===== src/inc/usb_status_pkg.sv =====
// Package of constants and types for the USB buffer status and event block.
package usb_status_pkg;
	localparam logic [2:0] ADDR_BUF_STATUS = 3'h0;
	localparam logic [2:0] ADDR_EVENT_FLAGS = 3'h1;
	localparam logic [2:0] ADDR_EVENT_ENABLES = 3'h2;
	localparam logic [2:0] ADDR_TRANSFER_INFO = 3'h3;
	localparam logic [2:0] ADDR_FLOW_SELECT = 3'h4;
	localparam logic [7:0] RESET_BYTE = 8'h00;
	localparam logic [7:0] EVENT_VALID_MASK = 8'hbf;
	localparam int BIT_WIPE = 0;
	localparam int BIT_GOOD = 7;
	localparam int BIT_OVERWRITE = 5;
	localparam int BIT_FAULT = 4;
	localparam int BIT_SLEEP = 3;
	localparam int BIT_WAKE = 2;
	localparam int BIT_BUS_RESET = 1;
	localparam int BIT_FRAME = 0;
	localparam logic [1:0] FLOW_NORMAL = 2'h0;
	localparam logic [1:0] FLOW_UPLOAD = 2'h1;
	localparam logic [1:0] FLOW_DOWNLOAD = 2'h2;
	localparam int IDLE_TIME_US = 3000;
	localparam int CLK_MHZ = 125;
	localparam int IDLE_CYCLES = IDLE_TIME_US * CLK_MHZ;
	localparam int PACKETS_PER_BLOCK = 8;
	typedef struct packed {
		logic done;
		logic ep_zero;
		logic is_setup;
		logic nak_or_stall;
		logic pid_ok;
		logic crc_ok;
		logic toggle_ok;
		logic overrun;
		logic stuff_err;
		logic frame_err;
		logic short_pkt;
		logic is_in;
		logic [1:0] endpoint;
		logic [1:0] pid_hi;
	} txn_type;
	typedef struct packed {
		logic timeout;
		logic crc;
		logic stuff;
		logic framing;
		logic overrun;
		logic [2:0] code;
	} err_type;
endpackage : usb_status_pkg


===== src/verilog/usb_status_events.sv =====
// USB buffer status, event flags, enables and low-power handling.
`timescale 1ns/1ps
module usb_status_events
	import usb_status_pkg::*;
#(
	parameter int IDLE_LIMIT = IDLE_CYCLES
) (
	input wire logic clk,
	input wire logic sys_rst,
	input wire logic clk_en,
	input wire logic [2:0] reg_addr,
	input wire logic [7:0] reg_wdata,
	input wire logic reg_wr,
	input wire logic reg_rd,
	output logic [7:0] reg_rdata,
	input wire txn_type txn,
	input wire err_type link_err,
	input wire logic bus_idle_pin,
	input wire logic bus_reset_pin,
	input wire logic bus_activity_pin,
	input wire logic frame_token,
	input wire logic forced_sleep_bit,
	input wire logic resume_done,
	input wire logic [2:0] endpoint_done_flags,
	input wire logic block_done,
	input wire logic half_release,
	input wire logic global_int_mask,
	input wire logic halt_mode,
	output logic control_endpoint_done_flag,
	output logic usb_irq,
	output logic wake_irq,
	output logic wait_exit,
	output logic endpoint_unavailable,
	output logic endpoint_regs_clear
);
	// -----------------------------------------------------------------
	// Synchronisers and activity gating.
	// -----------------------------------------------------------------
	logic [2:0] pin_meta_r;
	logic [2:0] pin_sync_r;
	logic idle_s;
	logic rst_s;
	logic act_s;
	logic run;
	logic wake_set;
	assign idle_s = pin_sync_r[0];
	assign rst_s = pin_sync_r[1];
	assign act_s = pin_sync_r[2];
	assign run = clk_en & ~halt_mode;

	always_ff @(posedge clk) begin
		if (sys_rst) begin
			pin_meta_r <= 3'h0;
			pin_sync_r <= 3'h0;
		end else if (clk_en) begin
			pin_meta_r <= {bus_activity_pin, bus_reset_pin, bus_idle_pin};
			pin_sync_r <= pin_meta_r;
		end
	end

	// -----------------------------------------------------------------
	// Registers.
	// -----------------------------------------------------------------
	logic [7:0] flags_r;
	logic [7:0] flags_nxt;
	logic [7:0] enables_r;
	logic [7:0] info_r;
	logic [1:0] flow_r;
	logic half_idx_r;
	logic [1:0] half_state_r;
	logic [2:0] pkt_cnt_r;
	logic ctrl_done_r;
	logic idle_en_r;
	logic [31:0] idle_cnt_r;
	logic rst_seen_r;
	logic [7:0] rdata_r;

	logic good;
	logic setup_over;
	logic any_err;
	logic idle_hit;
	logic reset_rise;
	logic wr_flags;
	logic wipe;
	logic short_end;
	logic block_end;
	logic other_free;
	logic streaming;
	logic [7:0] hw_set;
	logic [7:0] buf_status;

	assign good = txn.done & ~txn.nak_or_stall & txn.pid_ok & txn.crc_ok & txn.toggle_ok
		& ~txn.overrun & ~txn.stuff_err & ~txn.frame_err;
	assign setup_over = good & txn.ep_zero & txn.is_setup & ctrl_done_r;
	assign any_err = link_err.timeout | link_err.crc | link_err.stuff | link_err.framing
		| link_err.overrun;
	assign idle_hit = idle_en_r & idle_s & (idle_cnt_r == 32'(IDLE_LIMIT));
	assign reset_rise = rst_s & ~rst_seen_r;
	assign wake_set = forced_sleep_bit & act_s;
	assign wr_flags = reg_wr & (reg_addr == ADDR_EVENT_FLAGS);
	assign wipe = reg_wr & (reg_addr == ADDR_BUF_STATUS) & reg_wdata[BIT_WIPE];
	assign streaming = (flow_r == FLOW_UPLOAD) | (flow_r == FLOW_DOWNLOAD);
	assign short_end = streaming & good & ~txn.ep_zero & (txn.endpoint == 2'h2)
		& txn.short_pkt;
	assign block_end = streaming & block_done;
	assign other_free = ~half_state_r[~half_idx_r] | half_release;
	assign hw_set = {1'b0, 1'b0, setup_over, any_err, idle_hit, wake_set,
		reset_rise, frame_token};

	// Summary flag is the OR of endpoint flags and never stored.
	assign flags_nxt = wr_flags ? ((flags_r & reg_wdata) | hw_set) : (flags_r | hw_set);
	assign buf_status = {4'h0, half_idx_r, half_state_r, 1'b0};

	always_ff @(posedge clk) begin
		if (sys_rst) begin
			flags_r <= RESET_BYTE;
			enables_r <= RESET_BYTE;
			flow_r <= FLOW_NORMAL;
			rst_seen_r <= 1'b0;
		end else if (run | (clk_en & wake_set)) begin
			flags_r <= flags_nxt & EVENT_VALID_MASK & 8'h3f;
			rst_seen_r <= rst_s;
			if (reg_wr & (reg_addr == ADDR_EVENT_ENABLES)) begin
				enables_r <= reg_wdata & EVENT_VALID_MASK;
			end
			if (reset_rise) begin
				flow_r <= FLOW_NORMAL;
			end else if (short_end) begin
				flow_r <= FLOW_NORMAL;
			end else if (reg_wr & (reg_addr == ADDR_FLOW_SELECT)) begin
				flow_r <= reg_wdata[1:0];
			end
		end
	end

	always_ff @(posedge clk) begin
		if (sys_rst) begin
			half_idx_r <= 1'b0;
			half_state_r <= 2'h0;
			pkt_cnt_r <= 3'h0;
		end else if (run) begin
			if (wipe) begin
				half_idx_r <= 1'b0;
				half_state_r <= 2'h0;
				pkt_cnt_r <= 3'h0;
			end else begin
				if (half_release) begin
					half_state_r[~half_idx_r] <= 1'b0;
				end
				if (streaming & good & (txn.endpoint == 2'h2)) begin
					pkt_cnt_r <= pkt_cnt_r + 3'h1;
				end
				if (block_end) begin
					half_state_r[half_idx_r] <= 1'b1;
					if (other_free) begin
						half_idx_r <= ~half_idx_r;
						pkt_cnt_r <= 3'h0;
					end
				end
			end
		end
	end

	always_ff @(posedge clk) begin
		if (sys_rst) begin
			info_r <= RESET_BYTE;
			ctrl_done_r <= 1'b0;
		end else if (run) begin
			if (reset_rise) begin
				ctrl_done_r <= 1'b0;
			end else if (good & txn.ep_zero) begin
				ctrl_done_r <= 1'b1;
			end else if (reg_wr & (reg_addr == ADDR_TRANSFER_INFO)) begin
				ctrl_done_r <= ctrl_done_r & reg_wdata[7];
			end
			if (any_err) begin
				info_r[2:0] <= link_err.code;
			end else if (good & ~setup_over) begin
				info_r[7:3] <= {txn.pid_hi, txn.is_in, txn.endpoint};
			end else if (wr_flags & ~reg_wdata[BIT_FAULT]) begin
				info_r[2:0] <= 3'h0;
			end
		end
	end

	// -----------------------------------------------------------------
	// Idle detection.
	// -----------------------------------------------------------------
	always_ff @(posedge clk) begin
		if (sys_rst) begin
			idle_en_r <= 1'b1;
			idle_cnt_r <= 32'h0;
		end else if (run) begin
			if (reset_rise) begin
				idle_en_r <= 1'b1;
			end else if (forced_sleep_bit) begin
				idle_en_r <= 1'b0;
			end else if (resume_done) begin
				idle_en_r <= 1'b1;
			end
			if (~idle_s | ~idle_en_r | idle_hit) begin
				idle_cnt_r <= 32'h0;
			end else begin
				idle_cnt_r <= idle_cnt_r + 32'h1;
			end
		end
	end

	// -----------------------------------------------------------------
	// Read port and outputs.
	// -----------------------------------------------------------------
	logic [7:0] flags_view;
	logic [7:0] rd_mux;
	assign flags_view = {|{endpoint_done_flags, ctrl_done_r}, flags_r[6:0]};
	assign rd_mux = (reg_addr == ADDR_BUF_STATUS) ? buf_status :
		(reg_addr == ADDR_EVENT_FLAGS) ? flags_view :
		(reg_addr == ADDR_EVENT_ENABLES) ? enables_r :
		(reg_addr == ADDR_TRANSFER_INFO) ? info_r :
		(reg_addr == ADDR_FLOW_SELECT) ? {6'h0, flow_r} : 8'h00;

	always_ff @(posedge clk) begin
		if (sys_rst) begin
			rdata_r <= 8'h00;
		end else if (clk_en) begin
			rdata_r <= reg_rd ? rd_mux : 8'h00;
		end
	end

	logic [7:0] pend;
	assign pend = flags_view & enables_r;
	assign reg_rdata = rdata_r;
	assign control_endpoint_done_flag = ctrl_done_r;
	assign wake_irq = pend[BIT_WAKE] & ~global_int_mask;
	assign usb_irq = |(pend & ~8'h04) & ~global_int_mask;
	assign wait_exit = |pend;
	assign endpoint_unavailable = streaming & half_state_r[half_idx_r] & ~other_free;
	assign endpoint_regs_clear = reset_rise;

	// -----------------------------------------------------------------
	// Checks.
	// -----------------------------------------------------------------
	a_wipe_clears: assert property (@(posedge clk) disable iff (sys_rst)
		(wipe & run) |=> (half_state_r == 2'h0) && !half_idx_r && (pkt_cnt_r == 3'h0))
		else $error("buffer wipe failed");
	a_setup_over_flag: assert property (@(posedge clk) disable iff (sys_rst)
		(setup_over & run) |=> flags_r[BIT_OVERWRITE]) else $error("overwrite flag missing");
	a_info_kept: assert property (@(posedge clk) disable iff (sys_rst)
		(setup_over & run & ~any_err) |=> $stable(info_r)) else $error("info changed");
	a_fault_flag: assert property (@(posedge clk) disable iff (sys_rst)
		(any_err & run) |=> flags_r[BIT_FAULT]) else $error("fault flag missing");
	a_frame_flag: assert property (@(posedge clk) disable iff (sys_rst)
		(frame_token & run) |=> flags_r[BIT_FRAME]) else $error("frame flag missing");
	a_no_sw_set: assert property (@(posedge clk) disable iff (sys_rst)
		(run & wr_flags & hw_set == 8'h00) |=> ((flags_r & ~$past(flags_r)) == 8'h00))
		else $error("software set a flag");
	a_short_normal: assert property (@(posedge clk) disable iff (sys_rst)
		(short_end & run & ~reset_rise) |=> (flow_r == FLOW_NORMAL))
		else $error("short packet kept stream mode");
	a_irq_gate: assert property (@(posedge clk) disable iff (sys_rst)
		global_int_mask |-> !usb_irq && !wake_irq) else $error("irq while masked");
	a_sleep_off: assert property (@(posedge clk) disable iff (sys_rst)
		(forced_sleep_bit & run & ~reset_rise) ##1 (!resume_done && !reset_rise)[*2]
		|-> !idle_en_r) else $error("idle detect on while sleeping");
	a_halt_frozen: assert property (@(posedge clk) disable iff (sys_rst)
		(halt_mode & ~wake_set) |=> $stable(enables_r) && $stable(half_state_r))
		else $error("registers moved in halt");
	a_wake_flag: assert property (@(posedge clk) disable iff (sys_rst)
		(wake_set & clk_en) |=> flags_r[BIT_WAKE]) else $error("wake flag missing");
	a_reset_flag: assert property (@(posedge clk) disable iff (sys_rst)
		(reset_rise & run) |=> flags_r[BIT_BUS_RESET]) else $error("bus reset flag missing");
	a_sleep_flag: assert property (@(posedge clk) disable iff (sys_rst)
		(idle_hit & run) |=> flags_r[BIT_SLEEP]) else $error("sleep flag missing");
	a_wake_vector: assert property (@(posedge clk) disable iff (sys_rst)
		(!global_int_mask && flags_view[BIT_WAKE] && enables_r[BIT_WAKE]) |-> wake_irq)
		else $error("wake vector not raised");
	a_rdata_idle: assert property (@(posedge clk) disable iff (sys_rst)
		(clk_en & ~reg_rd) |=> (reg_rdata == 8'h00)) else $error("read data without read");
	a_reserved_zero: assert property (@(posedge clk) disable iff (sys_rst)
		1'b1 |-> !flags_view[6] && (buf_status[7:4] == 4'h0) && !buf_status[0])
		else $error("reserved bit set");
	a_ctrl_done_set: assert property (@(posedge clk) disable iff (sys_rst)
		(good & txn.ep_zero & run & ~reset_rise) |=> ctrl_done_r)
		else $error("control done not set");
	a_nak_not_good: assert property (@(posedge clk) disable iff (sys_rst)
		txn.nak_or_stall |-> !good) else $error("refused transaction counted");
	a_bus_reset_flow: assert property (@(posedge clk) disable iff (sys_rst)
		(reset_rise & run) |=> (flow_r == FLOW_NORMAL)) else $error("flow kept after reset");
	a_block_switch: assert property (@(posedge clk) disable iff (sys_rst)
		(block_end & run & ~wipe & other_free) |=> (half_idx_r != $past(half_idx_r)))
		else $error("buffer not switched");
endmodule : usb_status_events


===== config.mk =====
export PLATFORM = sky130hd
export DESIGN_NAME = usb_status_events
export DESIGN_NICKNAME = d
export VERILOG_FILES = /design/src/inc/usb_status_pkg.sv /design/src/verilog/usb_status_events.sv
export SDC_FILE = /design/constraint.sdc
export NUM_CORES = 1
export LEC_CHECK = 0
export BUFFER_PORTS_ARGS = -buffer_cell sky130_fd_sc_hd__buf_4
export CORE_ASPECT_RATIO = 0.9
export CORE_MARGIN = 2
export CORE_UTILIZATION = 40
export CTS_BUF_LIST = sky130_fd_sc_hd__clkbuf_4
export DETAILED_ROUTE_END_ITERATION = 6
export PLACE_DENSITY = 0.75
export REMOVE_ABC_BUFFERS = 1
export SLEW_MARGIN = 15
export SYNTH_ARGS = -nofsm -noshare
export SYNTH_HDL_FRONTEND = slang
export SYNTH_SLANG_ARGS = --single-unit

===== constraint.sdc =====
create_clock -name clk -period 1.9 [get_ports clk]
set_input_delay 0.19 -clock clk [delete_from_list [all_inputs] [get_ports clk]]
set_output_delay 0.19 -clock clk [all_outputs]
set_load 0.01 [all_outputs]

# Word level (Yosys, flattened, before mapping)
# Index checks and enable logic that the tools add are counted.
[totals]
regBits = 75
in_bits = 53
output_inout_bits = 14
elab_cells = 150
[op_classes]
add_sub_neg = 1
order_cmp = 4
n_eq_ne = 9
n_mux = 37
bitwise = 66
reduce_logical = 19
[op_table]
columns = ["cell", "n"]
rows = [
  ["8-bit two-way mux", 5],
  ["1-bit AND", 34],
  ["32-bit by 1-bit adder with 32-bit output, second input constant", 1],
  ["32-bit by 19-bit equality test with 1-bit output, second input constant", 1],
  ["32-bit two-way mux", 1],
  ["2-bit two-way mux", 10],
  ["1-bit inverter", 16],
  ["1-bit two-way mux", 15],
  ["6-bit OR", 2],
  ["3-bit two-way mux", 3],
  ["1-bit OR", 9],
  ["3-bit AND reduction", 3],
  ["3-bit nonzero test", 3],
  ["8-bit AND", 1],
  ["2-bit AND reduction", 4],
  ["8-bit OR reduction", 1],
  ["7-bit OR reduction", 1],
  ["6-bit AND", 1],
  ["3-bit by 2-bit equality test with 1-bit output, second input constant", 2],
  ["6-bit two-way mux", 1],
  ["2-bit nonzero test", 3],
  ["2-bit equality test, second input constant", 2],
  ["1-bit by 2-bit < comparator with 1-bit output, second input constant", 2],
  ["4-bit OR reduction", 1],
  ["11 further kinds", 14],
]

# Longest topological paths before layout
[depth]
depth_word = 15
ltp_mapped = 8

# Least setup slack after synthesis
# Ideal clock, no wire load.
[synth_timing]
path_type = "reg2reg"
startpoint = "register idle_cnt_r[0]"
endpoint = "register idle_cnt_r[0]"
setup_time_ps = 132
arrival_ps = 1842
t_required_ps = 1768
path_slack_ps = -74
stages_incl_launch_ff = 9
path_buffers = 1
period_less_slack_ps = 1974
path_cell_list = "dfxtp_1 > inv_1 > ha_1 > nor4b_1 > nand4_1 > or4_4 > a31oi_4 > buf_6 > nor3_1"
[synth_via]
elab_chain_len = 4
word_cells_on_any_way = 5
[synth_rtl]
columns = ["element", "line_no", "source"]
rows = [
  ["start, declared", "usb_status_events.sv:74", "logic [31:0] idle_cnt_r;"],
  ["start signal, assigned", "usb_status_events.sv:204", "idle_cnt_r <= idle_cnt_r + 32'h1;"],
  ["branches (longest 3 deep; another with 32-bit by 1-bit adder with 32-bit output)", "--", ""],
  ["32-bit two-way mux *", "usb_status_events.sv:201", "if (~idle_s | ~idle_en_r | idle_hit) begin"],
]
# Mark *: on every way between the ends.
# A chain may end at the register's enable or synchronous reset.

# Worst setup path in the final report
[layout_timing]
startpoint = "register idle_cnt_r[0]"
endpoint = "register idle_cnt_r[9]"
# Same word-level chain as after synthesis.

==> results.yml <==
layout:
  fillers: 758
  drive_above_1_share_pct: 33.8
  finalInstanceArea_um2: 5170
  final_nets: 598
  n_antenna_cell: 0
  instances_no_fill: 670
  area_delta_synth_final_pct: 40.9
placed_design:
  place_congestion: 0.901
  place_hpwl_um: 7270
  place_ws_ns: -0.261
  dp_cells: 635
  io_buffer_count: 65
  placed_area_um2: 4570
yosys:
  synth.ff_latch_count: 75
  synthCells: 419
  synthAdderAreaFrac_pct: 0.682
  synth_mux_area_share_pct: 7.57
  yosys.area_share.simple_pct: 29.6
  avgSynthCellArea_um2: 8.76
  synth-seq-area-share_pct: 40.9
  synthArstFlopShare_pct: 0
  post_synth_xor_area_fraction_pct: 7.64
  synth_top_family_by_area: "simple AND/OR/NAND/NOR gates"
  synth_compound_area_share_pct: 9.89
  synthDistinctLibCells: 52
  yosysWarnings: 0
  synth_area_um2: 3670
  ys.flop_type: "dfxtp_1"
  synth-edff-count: 0
power:
  power.total_mw: 3.14
  p_per_area_nw_per_um2: 608
  p_leak_nw: 2.09
  vdd_ir_drop_max_v: 0.000368
timing:
  finClkSkew_ns: 0.0247
  maxSlewViolCount: 0
  rsz0062_at_grt: "yes"
  worst_slack_ns: -0.324
  min_period_ns: 2.22
  finalCritPeriodShare_pct: 117
  fmax_mhz: 450
  maxSlewHeadroom_pct: 60.6
  worst_slew_pin_slew_ns: 0.591
  setup_violations: 33
  hold_viol_final: 0
floorplanning:
  die_x_um: 105
  core-area_um2: 9000
  pin_count: 67
  die_h_um: 94.9
  die_area_um2: 9960
  start_util_pct: 40.8
  rows: 33
status:
  status: "finished, violations left"
  violations: "negative setup slack"
worst_setup_path:
  ff2ff_setup_slack_ns: -0.32
  r2r-start: "idle_cnt_r[0]"
  cp_max_fo: 8
  reg2reg_depth: 9
  arrival_ns: 2.53
  end_kind: "register"
  r2r-end: "idle_cnt_r[9]"
  worst_setup_path_start_kind: "register"
  required_ns: 2.21
  worst-setup-path-type: "reg2reg"
global_routing:
  grt_pass1_vias: 3529
  gr-usage-all-layers_pct: 21.5
  grt_max_degree: 52
  antenna_found_initial: 0
  gr-total-overflow: 0
  grt_pass1_wl_um: 17000
routing:
  wirelength_um: 11100
  drtAntennaViolNets: 0
  first_pass_iters: 6
  drc_errors: 0
  avgRoutedWirePerCell_um: 16.6
  via_count: 3766
  drtIter0Drc: 342
  via_per_inst: 5.62
clock_network:
  path_clk_slew_ns: 0.14
  clock-root-buffer: "clkbuf_4"
  clock_path_buffers: 2
  htreeDepth: 3
  cts_tree: "built"
  cts.sinks: 75
  cts_buffers: 9
  clock_latency_ns: 0.43
hold_path:
  hp-start: "bus_reset_pin"
  worst_hold_path.endpoint: "pin_meta_r[1]"
  whs_path_depth: 3
  min_path_type: "in2reg"
job:
  max_cap_viol_count: 0
flip-flops by register name (all words and copies together), names as in the netlist:
signal                      count
idle_cnt_r                     32
pin_sync_r                      3
enables_r                       7
idle_en_r                       1
flags_r                         6
info_r                          8
half_idx_r                      1
half_state_r                    2
rst_seen_r                      1
control_endpoint_done_flag      1
flow_r                          2
reg_rdata                       8
pin_meta_r                      3
kinds of logic after synthesis:
logic type	Yosys count
buf+inv	27
compound gates	56
flops	75
mux	25
xor+xnor	32
simple gates	202
fa+ha+maj	2
critical path, cell delays in order, from the launching register on:
cell	delay, ns
dfxtp_2	0.35
inv_2	0.07
ha_4	0.13
nor4b_4	0.20
nand4_1	0.15
or4_4	0.58
a31oi_4	0.25
buf_12	0.16
clkbuf_16	0.16
nor3_1	0.05
area by class of cell:
cell class,count,area (um2),share of cell area (%)
multi-input combinational,317,2230,43.1
inverter,9,33.8,0.653
sequential,75,1510,29.2
tap,122,153,2.95
timing repair buffer,131,1080,20.9
clock buffer,9,67.6,1.31
clock inverter,7,98.8,1.91
through the flow:
step                hold slack (ns)  TNS (ns)  utilization [%]
global route                0.00507    -10.80             57.4
finish                      0.00923     -9.21             57.4
floorplan                     0.259     -8.72                -
CTS                        0.000516     -6.20             55.4
global placement              0.406     -3.81             50.8
detailed placement            0.410     -7.97             50.8
per-layer routing:
| layer | track usage, % | routed length [um] | vias up | part of all wire [%] |
|---|---|---|---|---|
| li1 | - | - | 1769 | - |
| met1 | 28.1 | 4720 | 1778 | 42 |
| met2 | 36.1 | 5310 | 192 | 48 |
| met3 | 3.80 | 832 | 27 | 7.5 |
| met4 | 7.00 | 269 | 0 | 2.4 |
| met5 | 0 | 0 | - | 0 |
power breakdown:
part / switching, mW / internal (mW)
sequential: 0.0145 / 1.59
clock: 0.629 / 0.543
combinational: 0.179 / 0.186
total: 0.822 / 2.32
synthesized netlist by cell type, types with 5 or more instances:
cell type  count  area share (%)
and4_1         5             1.2
nor3_1        38             5.2
clkbuf_1      12             1.2
nand2_1       31             3.2
xnor2_1       16             3.8
mux2i_1       21             5.7
a21oi_1       24             3.3
dfxtp_1       75              41
nor2_1        42             4.3
nor4_1         7             1.2
nand4_1       12             2.0
nand2b_1      10             1.7
nand3_1       20             2.7
and3_1         8             1.4
xor2_1        16             3.8
inv_1          8            0.82
o21ai_0       12             1.6
worst max path at each step:
stage,startpoint,endpoint,slack [ns],cells after the start
2_1_floorplan,idle_cnt_r[0],idle_cnt_r[0],-0.27,7
3_3_place_gp,idle_cnt_r[0],idle_cnt_r[14],-0.13,8
3_5_place_dp,idle_cnt_r[0],idle_cnt_r[16],-0.26,8
4_1_cts,idle_cnt_r[28],idle_cnt_r[14],-0.21,6
5_1_grt,idle_cnt_r[1],idle_cnt_r[7],-0.36,9
6_report,idle_cnt_r[0],idle_cnt_r[9],-0.32,9
placed cells by master, fill, tap and decap left out, types with 3 or more instances in the layout:
cell type and n:
nor2b_1 4, dfxtp_2 5, dlygate4sd3_1 12, nand2_1 31, xor2_1 16, or4_4 3
o21ai_0 12, nand3_1 20, and3_1 8, nand4_1 12, clkbuf_4 9, nand2b_1 10
dfxtp_1 69, xnor2_1 16, mux2i_1 21, nor3_4 6, a22oi_1 4, nor3_2 12
nor4_2 4, inv_1 6, a22o_1 3, or2_2 4, buf_4 114, nor4_1 5
and4_1 5, nor3_1 20, a21oi_1 23, nor2_1 42
timing repair:
action,CTS,global route
hold buffers,12,0
cloned,2,1
resized for setup,14,33
buffers inserted,2,3
hold endpoints to repair,12,0
setup endpoints to repair,35,43
pin swaps,6,19
(Power assumes the default switching activity.)
